File: config.mk
export PLATFORM = sky130hd
export DESIGN_NAME = qcrb_bank
export DESIGN_NICKNAME = d
export VERILOG_FILES = /design/src/rtl/qcrb_pkg.sv /design/src/rtl/qcrb_bank.sv /design/src/rtl/qcrb_pin_sync.sv
export SDC_FILE = /design/constraint.sdc
export NUM_CORES = 1
export LEC_CHECK = 0
export BUFFER_PORTS_ARGS = -buffer_cell sky130_fd_sc_hd__buf_2
export CORE_MARGIN = 2
export CORE_UTILIZATION = 47
export CTS_BUF_LIST = sky130_fd_sc_hd__clkbuf_4 sky130_fd_sc_hd__clkbuf_8 sky130_fd_sc_hd__clkbuf_16
export CTS_CLUSTER_SIZE = 16
export DETAILED_ROUTE_END_ITERATION = 8
export PLACE_DENSITY = 0.82
export SYNTH_ARGS = -nofsm -noshare
export SYNTH_HDL_FRONTEND = slang
export SYNTH_SLANG_ARGS = --single-unit
File: constraint.sdc
create_clock -name core_clk -period 4 [get_ports core_clk]
set_input_delay 0.6 -clock core_clk [delete_from_list [all_inputs] [get_ports core_clk]]
set_output_delay 0.6 -clock core_clk [all_outputs]
set_load 0.01 [all_outputs]
File: src/rtl/qcrb_pkg.sv
`default_nettype none
// ============================================================
// register bank constants
package qcrb_pkg;
	// ========================================================
	// register offsets
	localparam logic [15:0] ADDR_BASE_HIGH   = 16'h1012;
	localparam logic [15:0] ADDR_BASE_LOW    = 16'h1014;
	localparam logic [15:0] ADDR_ONE_SHOT    = 16'h1016;
	localparam logic [15:0] ADDR_CHAIN       = 16'h101a;
	localparam logic [15:0] ADDR_IRQ_THR     = 16'h1020;
	localparam logic [15:0] ADDR_BUF_STATUS  = 16'h1022;
	localparam logic [15:0] ADDR_EVCNT_LO    = 16'h1024;
	localparam logic [15:0] ADDR_EVCNT_HI    = 16'h1026;
	localparam logic [15:0] ADDR_NEXT_EVENT  = 16'h1028;
	localparam logic [15:0] ADDR_NEXT_WORD   = 16'h102a;
	localparam logic [15:0] ADDR_FAST_CLEAR  = 16'h102e;
	localparam logic [15:0] ADDR_MODE_SET    = 16'h1032;
	localparam logic [15:0] ADDR_MODE_CLR    = 16'h1034;
	localparam logic [15:0] ADDR_EVCNT_RST   = 16'h1040;
	// ========================================================
	// mode register fields
	localparam int MB_TEST_MEM   = 0;
	localparam int MB_OFFLINE    = 1;
	localparam int MB_DATA_CLR   = 2;
	localparam int MB_OVF_DIS    = 3;
	localparam int MB_THR_DIS    = 4;
	localparam int MB_ACQ_TEST   = 6;
	localparam int MB_SLIDE_EN   = 7;
	localparam int MB_THRESHOLD_STEP_SELECT    = 8;
	localparam int MB_POINTER_AUTO_ADVANCE  = 11;
	localparam int MB_EMPTY_EN   = 12;
	localparam int MB_SLIDE_SUB  = 13;
	localparam int MB_COUNT_EVERY_TRIGGER    = 14;
	localparam logic [15:0] MODE_MASK  = 16'h79df;
	localparam logic [15:0] MODE_RESET = 16'h4880;
	// ========================================================
	// other fields and widths
	localparam int CHAIN_FIRST_BIT = 0;
	localparam int CHAIN_LAST_BIT  = 1;
	localparam int ST_EMPTY_BIT    = 0;
	localparam int ST_FULL_BIT     = 1;
	localparam int ST_TYPE_LSB     = 4;
	localparam int TYPE_W          = 4;
	localparam int BASE_ADDRESS_DECODER_W          = 8;
	localparam int THR_W           = 5;
	localparam int STORED_W        = 6;
	localparam int EVCNT_W         = 24;
	localparam int FCW_W           = 10;
	localparam logic [9:0] FCW_MAX = 10'h3f0;
	localparam int SAMPLE_W        = 12;
	localparam int CH_THR_W        = 8;
	localparam int THR_SHIFT_COARSE = 4;
	localparam int THR_SHIFT_FINE   = 1;
	// ========================================================
	// timing
	localparam int CLK_PS        = 20000;
	localparam int FC_BASE_NS    = 7000;
	localparam int FC_BASE_CYC   = FC_BASE_NS * 1000 / CLK_PS;
	localparam int FC_STEP_PS    = 31250;
	localparam int FC_STEP_SHIFT = 4;
	localparam int FC_STEP_MUL   = FC_STEP_PS * (1 << FC_STEP_SHIFT) / CLK_PS;
	localparam int FC_CYC_W      = 11;
endpackage
`default_nettype wire

File: src/rtl/qcrb_bank.sv
// Functional notes
// - two writable base address registers give bits 31..24 and 23..16
// - any write to one-shot location triggers a full module reset
// - two chain bits: none, first, last or intermediate board
// - interrupt when stored events equal 5-bit threshold; zero disables
// - status shows buffer empty, buffer full and four daughter-board type bits
// - 24-bit event counter read as low 16 and high 8 bits
// - counter counts all triggers when bit 14 set, else accepted only
// - counter clears on its reset write, soft/hard reset, data reset if relative
// - next-event write moves readout pointer to the next event
// - next-word write advances readout pointer by one word
// - auto-advance bit lets pointer move on readout, else only by writes
// - fast clear window is N/32 us plus 7 us; N at most 3f0
// - mode set writes set ones, ignore zeros; reads return contents
// - memory-test bit enters direct buffer memory access mode
// - offline bit stops the converter from doing conversions
// - data-clear bit generates data reset of buffer, pointers, and counter if bit 14 clear
// - overflowed samples are dropped unless overflow check is disabled
// - samples below threshold dropped unless threshold check disabled
// - acquisition-test bit takes buffer data from internal test FIFO
// - slide-enable bit runs sliding scale; sub bit disables subtraction
// - threshold step selects comparison against threshold x16 or x2
// - empty event writes nothing unless empty-event bit writes header/trailer
// - mode clear location clears every mode bit written as one
`timescale 1ns/1ps
`default_nettype none
module qcrb_bank
	import qcrb_pkg::*;
(
	input  wire logic                             core_clk,
	input  wire logic                             resetn,
	input  wire logic [15:0]                      reg_addr,
	input  wire logic [15:0]                      reg_wdata,
	input  wire logic                             reg_wr,
	input  wire logic                             reg_rd,
	output logic      [15:0]                      reg_rdata,
	output logic                                  reg_ack,
	input  wire logic                             sw_reset,
	input  wire logic                             trigger,
	input  wire logic                             trigger_accepted,
	input  wire logic [qcrb_pkg::STORED_W-1:0]    stored_events,
	input  wire logic                             buffer_empty,
	input  wire logic                             buffer_full,
	input  wire logic [qcrb_pkg::TYPE_W-1:0]      piggyback_type_pins,
	input  wire logic                             sample_valid,
	input  wire logic [qcrb_pkg::SAMPLE_W-1:0]    sample_value,
	input  wire logic [qcrb_pkg::CH_THR_W-1:0]    sample_threshold,
	input  wire logic                             sample_overflow,
	input  wire logic                             event_end,
	input  wire logic                             event_has_channels,
	input  wire logic                             convert_req,
	output logic      [qcrb_pkg::BASE_ADDRESS_DECODER_W-1:0]      base_address_decoder_high,
	output logic      [qcrb_pkg::BASE_ADDRESS_DECODER_W-1:0]      base_address_decoder_low,
	output logic                                  module_reset,
	output logic                                  chain_first,
	output logic                                  chain_last,
	output logic                                  irq_req,
	output logic                                  next_event_strobe,
	output logic                                  next_word_strobe,
	output logic                                  pointer_auto_advance,
	output logic      [qcrb_pkg::FC_CYC_W-1:0]    fast_clear_window_cycles,
	output logic                                  mem_test_mode,
	output logic                                  converter_offline,
	output logic                                  data_reset,
	output logic                                  overflow_check_disable,
	output logic                                  threshold_check_disable,
	output logic                                  acquisition_test,
	output logic                                  sliding_scale_enable,
	output logic                                  slide_sub_disable,
	output logic                                  threshold_step_select,
	output logic                                  empty_event_enable,
	output logic                                  count_every_trigger,
	output logic                                  sample_store,
	output logic                                  empty_frame_write,
	output logic                                  convert_start
);
	import qcrb_pkg::*;

	function automatic logic wr_at(input logic wr, input logic [15:0] a, input logic [15:0] b);
		return wr && (a == b);
	endfunction

	// ========================================================
	// storage
	logic [BASE_ADDRESS_DECODER_W-1:0]   base_hi_reg;
	logic [BASE_ADDRESS_DECODER_W-1:0]   base_lo_reg;
	logic                mod_reset_reg;
	logic [1:0]          chain_reg;
	logic [THR_W-1:0]    thr_reg;
	logic [EVCNT_W-1:0]  evcnt_reg;
	logic [FCW_W-1:0]    fcw_reg;
	logic [15:0]         mode_reg;
	logic [15:0]         mode_next;
	logic [TYPE_W-1:0]   type_sync;
	logic                evcnt_clr;
	logic [14:0]         fc_prod;
	logic [SAMPLE_W-1:0] thr_scaled;
	logic                sample_keep;

	qcrb_pin_sync #(
		.W(TYPE_W)
	) u_type_sync (
		.core_clk  (core_clk),
		.resetn    (resetn),
		.pin_in    (piggyback_type_pins),
		.level_out (type_sync)
	);

	// ========================================================
	// one-shot reset: a single cycle pulse, then base, chain, threshold, window and counter registers clear and mode reloads MODE_RESET
	always_ff @(posedge core_clk or negedge resetn) begin
		if (!resetn)
			mod_reset_reg <= 1'b0;
		else
			mod_reset_reg <= wr_at(reg_wr, reg_addr, ADDR_ONE_SHOT);
	end
	assign module_reset = mod_reset_reg;

	// ========================================================
	// base address, chain, threshold and fast clear window
	always_ff @(posedge core_clk or negedge resetn) begin
		if (!resetn) begin
			base_hi_reg <= '0;
			base_lo_reg <= '0;
		end else if (mod_reset_reg) begin
			base_hi_reg <= '0;
			base_lo_reg <= '0;
		end else begin
			if (wr_at(reg_wr, reg_addr, ADDR_BASE_HIGH))
				base_hi_reg <= reg_wdata[BASE_ADDRESS_DECODER_W-1:0];
			if (wr_at(reg_wr, reg_addr, ADDR_BASE_LOW))
				base_lo_reg <= reg_wdata[BASE_ADDRESS_DECODER_W-1:0];
		end
	end

	always_ff @(posedge core_clk or negedge resetn) begin
		if (!resetn)
			chain_reg <= 2'h0;
		else if (mod_reset_reg)
			chain_reg <= 2'h0;
		else if (wr_at(reg_wr, reg_addr, ADDR_CHAIN))
			chain_reg <= {reg_wdata[CHAIN_LAST_BIT], reg_wdata[CHAIN_FIRST_BIT]};
	end

	always_ff @(posedge core_clk or negedge resetn) begin
		if (!resetn)
			thr_reg <= '0;
		else if (mod_reset_reg)
			thr_reg <= '0;
		else if (wr_at(reg_wr, reg_addr, ADDR_IRQ_THR))
			thr_reg <= reg_wdata[THR_W-1:0];
	end

	// window values above 3f0 in bits 9..0 are held at the limit; bits above 9 are dropped
	always_ff @(posedge core_clk or negedge resetn) begin
		if (!resetn)
			fcw_reg <= '0;
		else if (mod_reset_reg)
			fcw_reg <= '0;
		else if (wr_at(reg_wr, reg_addr, ADDR_FAST_CLEAR))
			fcw_reg <= (reg_wdata[FCW_W-1:0] > FCW_MAX) ? FCW_MAX : reg_wdata[FCW_W-1:0];
	end

	// window in core clocks: 7 us base plus N steps of 1/32 us
	// reset value is the N = 0 window, so it never reads below the base
	assign fc_prod = 15'(fcw_reg * 15'(FC_STEP_MUL));
	always_ff @(posedge core_clk or negedge resetn) begin
		if (!resetn)
			fast_clear_window_cycles <= 11'(FC_BASE_CYC);
		else
			fast_clear_window_cycles <= 11'(FC_BASE_CYC) + fc_prod[14:FC_STEP_SHIFT];
	end

	// ========================================================
	// mode register: set location ors in, clear location masks out
	always_comb begin
		mode_next = mode_reg;
		if (wr_at(reg_wr, reg_addr, ADDR_MODE_SET))
			mode_next = mode_reg | (reg_wdata & MODE_MASK);
		if (wr_at(reg_wr, reg_addr, ADDR_MODE_CLR))
			mode_next = mode_reg & ~(reg_wdata & MODE_MASK);
	end

	always_ff @(posedge core_clk or negedge resetn) begin
		if (!resetn)
			mode_reg <= MODE_RESET;
		else if (mod_reset_reg)
			mode_reg <= MODE_RESET;
		else
			mode_reg <= mode_next;
	end

	assign mem_test_mode           = mode_reg[MB_TEST_MEM];
	assign converter_offline       = mode_reg[MB_OFFLINE];
	assign data_reset              = mode_reg[MB_DATA_CLR];
	assign overflow_check_disable  = mode_reg[MB_OVF_DIS];
	assign threshold_check_disable = mode_reg[MB_THR_DIS];
	assign acquisition_test        = mode_reg[MB_ACQ_TEST];
	assign sliding_scale_enable    = mode_reg[MB_SLIDE_EN];
	assign slide_sub_disable       = mode_reg[MB_SLIDE_SUB];
	assign threshold_step_select   = mode_reg[MB_THRESHOLD_STEP_SELECT];
	assign pointer_auto_advance    = mode_reg[MB_POINTER_AUTO_ADVANCE];
	assign empty_event_enable      = mode_reg[MB_EMPTY_EN];
	assign count_every_trigger     = mode_reg[MB_COUNT_EVERY_TRIGGER];
	assign base_address_decoder_high = base_hi_reg;
	assign base_address_decoder_low  = base_lo_reg;
	assign chain_first = chain_reg[0];
	assign chain_last  = chain_reg[1];

	// ========================================================
	// event counter
	// relative counting also loses its count while data reset is held
	assign evcnt_clr = mod_reset_reg || sw_reset
		|| wr_at(reg_wr, reg_addr, ADDR_EVCNT_RST)
		|| (mode_reg[MB_DATA_CLR] && !mode_reg[MB_COUNT_EVERY_TRIGGER]);

	always_ff @(posedge core_clk or negedge resetn) begin
		if (!resetn)
			evcnt_reg <= '0;
		else if (evcnt_clr)
			evcnt_reg <= '0;
		else if (mode_reg[MB_COUNT_EVERY_TRIGGER] ? trigger : trigger_accepted)
			evcnt_reg <= evcnt_reg + 24'h1;
	end

	// ========================================================
	// interrupt request, level while count matches threshold
	always_ff @(posedge core_clk or negedge resetn) begin
		if (!resetn)
			irq_req <= 1'b0;
		else
			irq_req <= (thr_reg != '0) && (stored_events == {1'b0, thr_reg});
	end

	// ========================================================
	// readout pointer strobes; pointer itself lives in the buffer logic
	always_ff @(posedge core_clk or negedge resetn) begin
		if (!resetn) begin
			next_event_strobe <= 1'b0;
			next_word_strobe  <= 1'b0;
		end else begin
			next_event_strobe <= wr_at(reg_wr, reg_addr, ADDR_NEXT_EVENT);
			next_word_strobe  <= wr_at(reg_wr, reg_addr, ADDR_NEXT_WORD);
		end
	end

	// ========================================================
	// sample filtering, empty events, conversion gating
	assign thr_scaled = mode_reg[MB_THRESHOLD_STEP_SELECT]
		? SAMPLE_W'({sample_threshold, 1'b0})
		: SAMPLE_W'({sample_threshold, 4'h0});
	assign sample_keep = (mode_reg[MB_OVF_DIS] || !sample_overflow)
		&& (mode_reg[MB_THR_DIS] || (sample_value >= thr_scaled));

	always_ff @(posedge core_clk or negedge resetn) begin
		if (!resetn) begin
			sample_store      <= 1'b0;
			empty_frame_write <= 1'b0;
			convert_start     <= 1'b0;
		end else begin
			sample_store      <= sample_valid && sample_keep;
			empty_frame_write <= event_end && !event_has_channels && mode_reg[MB_EMPTY_EN];
			convert_start     <= convert_req && !mode_reg[MB_OFFLINE];
		end
	end

	// ========================================================
	// register read port, answer one cycle after the request
	always_ff @(posedge core_clk or negedge resetn) begin
		if (!resetn) begin
			reg_rdata <= 16'h0000;
			reg_ack   <= 1'b0;
		end else begin
			reg_ack   <= reg_wr || reg_rd;
			reg_rdata <= 16'h0000;
			if (reg_rd) begin
				case (reg_addr)
					ADDR_BASE_HIGH:  reg_rdata <= 16'(base_hi_reg);
					ADDR_BASE_LOW:   reg_rdata <= 16'(base_lo_reg);
					ADDR_IRQ_THR:    reg_rdata <= 16'(thr_reg);
					ADDR_BUF_STATUS: begin
						reg_rdata[ST_EMPTY_BIT] <= buffer_empty;
						reg_rdata[ST_FULL_BIT]  <= buffer_full;
						reg_rdata[ST_TYPE_LSB +: TYPE_W] <= type_sync;
					end
					ADDR_EVCNT_LO:   reg_rdata <= evcnt_reg[15:0];
					ADDR_EVCNT_HI:   reg_rdata <= 16'(evcnt_reg[23:16]);
					ADDR_FAST_CLEAR: reg_rdata <= 16'(fcw_reg);
					ADDR_MODE_SET:   reg_rdata <= mode_reg;
					default:         reg_rdata <= 16'h0000;
				endcase
			end
		end
	end
endmodule
`default_nettype wire

File: src/rtl/qcrb_pin_sync.sv
`timescale 1ns/1ps
`default_nettype none
module qcrb_pin_sync #(
	parameter int W = 4
) (
	input  wire logic         core_clk,
	input  wire logic         resetn,
	input  wire logic [W-1:0] pin_in,
	output logic      [W-1:0] level_out
);
	logic [W-1:0] ff1_reg;
	logic [W-1:0] ff2_reg;
	logic [W-1:0] ff3_reg;

	// ff1 feeds only ff2, so nothing sees a metastable value
	always_ff @(posedge core_clk or negedge resetn) begin
		if (!resetn) begin
			ff1_reg <= '0;
			ff2_reg <= '0;
			ff3_reg <= '0;
		end else begin
			ff1_reg <= pin_in;
			ff2_reg <= ff1_reg;
			ff3_reg <= ff2_reg;
		end
	end

	// a bit moves only once the last two stages agree
	for (genvar i = 0; i < W; i++) begin : g_bit
		always_ff @(posedge core_clk or negedge resetn) begin
			if (!resetn)
				level_out[i] <= 1'b0;
			else if (ff2_reg[i] == ff3_reg[i])
				level_out[i] <= ff3_reg[i];
		end
	end
endmodule
`default_nettype wire

Yosys cells after proc, flatten, opt, wreduce, memory -nomap -nowiden

Index checks and enable logic that the tools add are counted.
Widths: inputs -> output; s select.

Bits in registers: 124
Input port bits: 76
Output and inout bits: 65
Word-level logic and storage cells: 110

$add $sub $neg: 2
Multiply operators: 1
$lt $le $gt $ge: 2
Eq/ne operators: 19
Mux-type cells: 23
Bitwise logic cells: 3
Reduce and logical (&&, ||, !) cells: 36

Operator list:

| operator              | number |
|---|---|
| $eq 16x13->1 const B  | 14 |
| $mux 16               | 4 |
| $mux 24               | 2 |
| $mux 8                | 4 |
| $pmux 4 s8            | 1 |
| $mux 10               | 3 |
| $add 24x1->24 const B | 1 |
| $pmux 8 s3            | 1 |
| $logic_and 1x1->1     | 18 |
| $and 16x16->16        | 1 |
| $not 15->16           | 1 |
| $or 16x15->16         | 1 |
| $pmux 2 s8            | 1 |
| $mul 10x5->15 const B | 1 |
| $pmux 2 s7            | 1 |
| $ge 12x12->1          | 1 |
| $mux 12               | 1 |
| $reduce_bool 2->1     | 6 |
| $add 9x11->11 const A | 1 |
| $gt 10x10->1 const B  | 1 |
| $mux 5                | 2 |
| $eq 6x5->1            | 1 |
| $logic_or 1x1->1      | 6 |
| $reduce_bool 5->1     | 1 |
| other kinds (5)       | 12 |

Logic depth before layout (Yosys ltp)

Depth after elaboration: 5
Depth in mapped cells: 13
Gate-level depth less buffers: 13

Hierarchy

From an unflattened synthesis, not the netlist that was laid out.

Cells, all modules: 636
Area, all modules: 6442.4 um^2

Modules (own cells, without submodules):

| module        | times used | cells an instance | area each (um^2) | seq. area each (um^2) |
|---|---|---|---|---|
| qcrb_bank     | 1          | 616               | 5997.0           | 2613.8 |
| qcrb_pin_sync | 1          | 20                | 445.4            | 400.4 |

Worst setup path after synthesis

OpenSTA, ideal clock, no wires.

Kind: reg-to-reg
Start: reg fcw_reg[3]
End: reg fast_clear_window_cycles[10] in the netlist's numbering
Setup time: 0.080 ns
Data arrival time: 3.085 ns
Data required time: 3.920 ns
Slack: 0.835 ns
Cell stages (with the launch flop): 14
Path buffers: 0
Clock period less this slack: 3.165 ns
Cells stage by stage: dfrtp_1 > ha_1 > ha_1 > inv_1 > fa_1 > inv_1 > ha_1 > o21ai_0 > a21oi_1 > o21ai_0 > a21boi_0 > or2_2 > a311oi_1 > xnor2_1

Cells in the longest elaborated chain, start to end: 2

Ends and longest elaborated chain:

| item                     | line             | source |
|---|---|---|
| start: declaration       | qcrb_bank.sv:91  | `logic [FCW_W-1:0] fcw_reg;` |
| start signal: assignment | qcrb_bank.sv:161 | `fcw_reg <= (reg_wdata[FCW_W-1:0] > FCW_MAX) ? FCW_MAX : reg_wdata[FCW_W-1:0];` |
| $mul 10x5->15            | qcrb_bank.sv:166 | `assign fc_prod = 15'(fcw_reg * 15'(FC_STEP_MUL));` |
| $add 9x11->11            | qcrb_bank.sv:171 | `fast_clear_window_cycles <= 11'(FC_BASE_CYC) + fc_prod[14:FC_STEP_SHIFT];` |
| end signal: assignment   | qcrb_bank.sv:169 | `fast_clear_window_cycles <= 11'(FC_BASE_CYC);` |
| end signal: assignment   | qcrb_bank.sv:171 |  |
| end: declaration         | qcrb_bank.sv:61  | `output logic [qcrb_pkg::FC_CYC_W-1:0] fast_clear_window_cycles,` |

No other way between the ends.
A chain may end at the register's enable or synchronous reset.

Final worst setup path

Start: reg fcw_reg[4]
End: reg fast_clear_window_cycles[10] in the netlist's numbering

The elaborated chain is that of the path after synthesis.

==> results.sh <==
export IMPL_status="finished, final reports clean"
export IMPL_cp_arrival_ns=3.89
export IMPL_placed_cell_area_um2=7490
export IMPL_grt_total_usage_pct=24.8
export IMPL_synth_edf_count=0
export IMPL_netlist_area_um2=6610
export IMPL_worst_pin_slew_ns=0.751
export IMPL_fp_row_count=43
export IMPL_crit_fanout=5
export IMPL_clock_skew_ns=0.00533
export IMPL_rsz0062_at_grt="false"
export IMPL_p_per_area_nw_per_um2=357
export IMPL_finalSetupViolCount=0
export IMPL_synth_seq_area_share_pct=45.6
export IMPL_synth_avg_cell_area_um2=10.2
export IMPL_yosys_area_top_type_share_pct=42.0
export IMPL_critPathLaunch="fcw_reg[4]"
export IMPL_cpMostUsedCell="ha_1"
export IMPL_fill_cells=1151
export IMPL_layout_nets=921
export IMPL_core_area_um2=13800
export IMPL_drv_slew=0
export IMPL_cts_resized=0
export IMPL_grt_max_degree=48
export IMPL_fin_hold_ws_ns=0.148
export IMPL_min_path_type="in -> async"
export IMPL_cp_slowest_stage_delay_ns=0.50
export IMPL_syn_inst=650
export IMPL_die_h_um=123
export IMPL_vias=5733
export IMPL_irDropWorstVdd_mv=0.252
export IMPL_r2r_start="fcw_reg[4]"
export IMPL_grt_pass1_vias=5464
export IMPL_post_route_period_util_pct=88.8
export IMPL_fmaxAchievable_mhz=282
export IMPL_slowest_stage="fa_1"
export IMPL_post_cts_buffers=0
export IMPL_critical_path_class="reg -> reg"
export IMPL_io_pins=141
export IMPL_io_buffers=138
export IMPL_clk_latency_ns=0.42
export IMPL_cts_clk_slew_worst_paths_ns=0.06
export IMPL_grt_antenna_before_repair=3
export IMPL_crit_required_ns=4.34
export IMPL_syn_to_final_growth_pct=22.3
export IMPL_stdcell_area_um2=8080
export IMPL_start_util_pct=47.8
export IMPL_gp_congestion=0.911
export IMPL_chipWidth_um=123
export IMPL_end_kind="flip-flop"
export IMPL_vias_per_cell=5.79
export IMPL_drv_cap=0
export IMPL_pre_cts_slack_ns=0.508
export IMPL_relSlewSlack_pct=49.6
export IMPL_ys_seq_elements=120
export IMPL_cp_cell_sequence="ha_1 -> ha_1 -> inv_1 -> fa_1 -> inv_1 -> ha_1 -> o21ai_0 -> a21oi_1 -> o21ai_0 -> a21boi_0 -> or2_2 -> a311oi_1 -> xnor2_1"
export IMPL_synth_main_ff_cell="dfrtp_1"
export IMPL_grt_pass1_wl_um=28300
export IMPL_numCtsBuffers=17
export IMPL_fin_ws_ns=0.448
export IMPL_clockRootBuffer="clkbuf_16"
export IMPL_overflow=0
export IMPL_clock_sinks=120
export IMPL_dp_cells=955
export IMPL_async_flop_share_pct=100
export IMPL_synth_area_top_cells="dfrtp_1 (42%), ha_1 (8.7%), a21oi_1 (4.2%)"
export IMPL_synth_largest_area_cell="dfrtp_1"
export IMPL_drt_initial_drc_count=658
export IMPL_cts_tree="done"
export IMPL_period_minus_slack_ns=3.55
export IMPL_dp_hpwl_um=12900
export IMPL_yosysWarningCount=0
export IMPL_yosys_cell_types_count=66
export IMPL_route_detailed_drc=0
export IMPL_die_area_um2=15000
export IMPL_hold_buffers=0
export IMPL_startpoint_type="flip-flop"
export IMPL_drive_above_1_share_pct=26.6
export IMPL_htreeDepth=4
export IMPL_largest_register_ffs=24
export IMPL_syn_nets=777
export IMPL_fin_tns_setup_ns=0
export IMPL_hold_viol=0
export IMPL_yosysMostFrequentCell="dfrtp_1"
export IMPL_p_leak_nw=4.06
export IMPL_wl_um=17600
export IMPL_synth_common_cells="dfrtp_1 (111), nor2_1 (63), a21oi_1 (56)"
export IMPL_first_pass_iters=5
export IMPL_ant_nets=0
export IMPL_reg2reg_slack_ns=0.45
export IMPL_rr_endpoint="fast_clear_window_cycles[10]"
export IMPL_clk_path_buf_depth=2
export IMPL_drt_wirelength_per_cell_um=17.7
export IMPL_fin_cells=990
export IMPL_reg2regPathDepth=13
## report_power, final
part	total (mW)	switching (mW)	internal, mW	leakage [nW]
logic	0.150	0.0914	0.0586	2.19
clock network	1.49	0.607	0.884	0.266
registers	1.24	0.0101	1.23	1.60
## critical path: cells and delay by family, from the launching register on
kind / cells / cell delay (ns)
AOI/OAI and AO/OA: 5 / 0.93
xor gates and xnor gates: 1 / 0.15
adders and majority gates: 4 / 1.47
buffers and inverters: 2 / 0.10
DFF: 1 / 0.46
and+or+nand+nor: 1 / 0.34
## cell type report
type / count / area, µm² / share of cell area [%]
antenna: 3 / 7.51 / 0.0929
multi-input combinational: 477 / 3380 / 41.8
clock inverter: 14 / 141 / 1.75
timing repair buffer: 147 / 761 / 9.41
inverter: 31 / 116 / 1.44
tap: 180 / 225 / 2.79
sequential: 120 / 3010 / 37.3
clock buffer: 18 / 439 / 5.44
## cells by family (layout without fill, tap and decap cells)
family	Yosys count	in the layout	share of synthesized area [%]
and+or+nand+nor	224	224	17.3
AOI/OAI and AO/OA	127	127	12.9
DFF	120	120	45.6
adders and majority gates	55	55	10.8
buffers and inverters	53	210	3.31
xor gates and xnor gates	44	44	5.83
muxes	27	27	4.15
other	0	3	0
## per-stage QoR
stage / utilization, % / total power, mW
2_1_floorplan: - / 1.31
3_3_place_gp: 54.2 / 1.41
3_5_place_dp: 54.2 / 1.41
4_1_cts: 58.4 / 2.90
5_1_grt: 58.4 / 2.97
6_report: 58.4 / 2.88
## cells in the final DEF, fill, tap and decap left out, drive strengths merged, types with 13 or more instances in the layout
cell type | netlist | layout
nand2 | 51 | 51
nor2 | 63 | 63
nand3 | 31 | 31
xnor2 | 16 | 16
mux2i | 24 | 24
buf | 12 | 147
a21oi | 56 | 56
ha | 46 | 46
inv | 31 | 36
clkbuf | 10 | 18
dfrtp | 111 | 111
xor2 | 28 | 28
nor3 | 13 | 13
## per-layer routing
metal / track usage [%] / vias to the layer above / wire [µm]
met3: 7.48 / 41 / 1650
met5: 0 / - / 0
met2: 39.3 / 330 / 8260
met4: 9.70 / 0 / 509
li1: - / 2618 / -
met1: 32.0 / 2744 / 7160
## how the worst max path moves through the flow
stage	to	slack, ns	cells past startpoint
after CTS	fast_clear_window_cycles[10]	0.48	13
after global routing	fast_clear_window_cycles[10]	0.24	13
after floorplan	fast_clear_window_cycles[10]	0.84	13
after global placement	fast_clear_window_cycles[10]	0.63	13
final	fast_clear_window_cycles[10]	0.45	13
after detailed placement	fast_clear_window_cycles[10]	0.51	13
(Power assumes the default switching activity.)
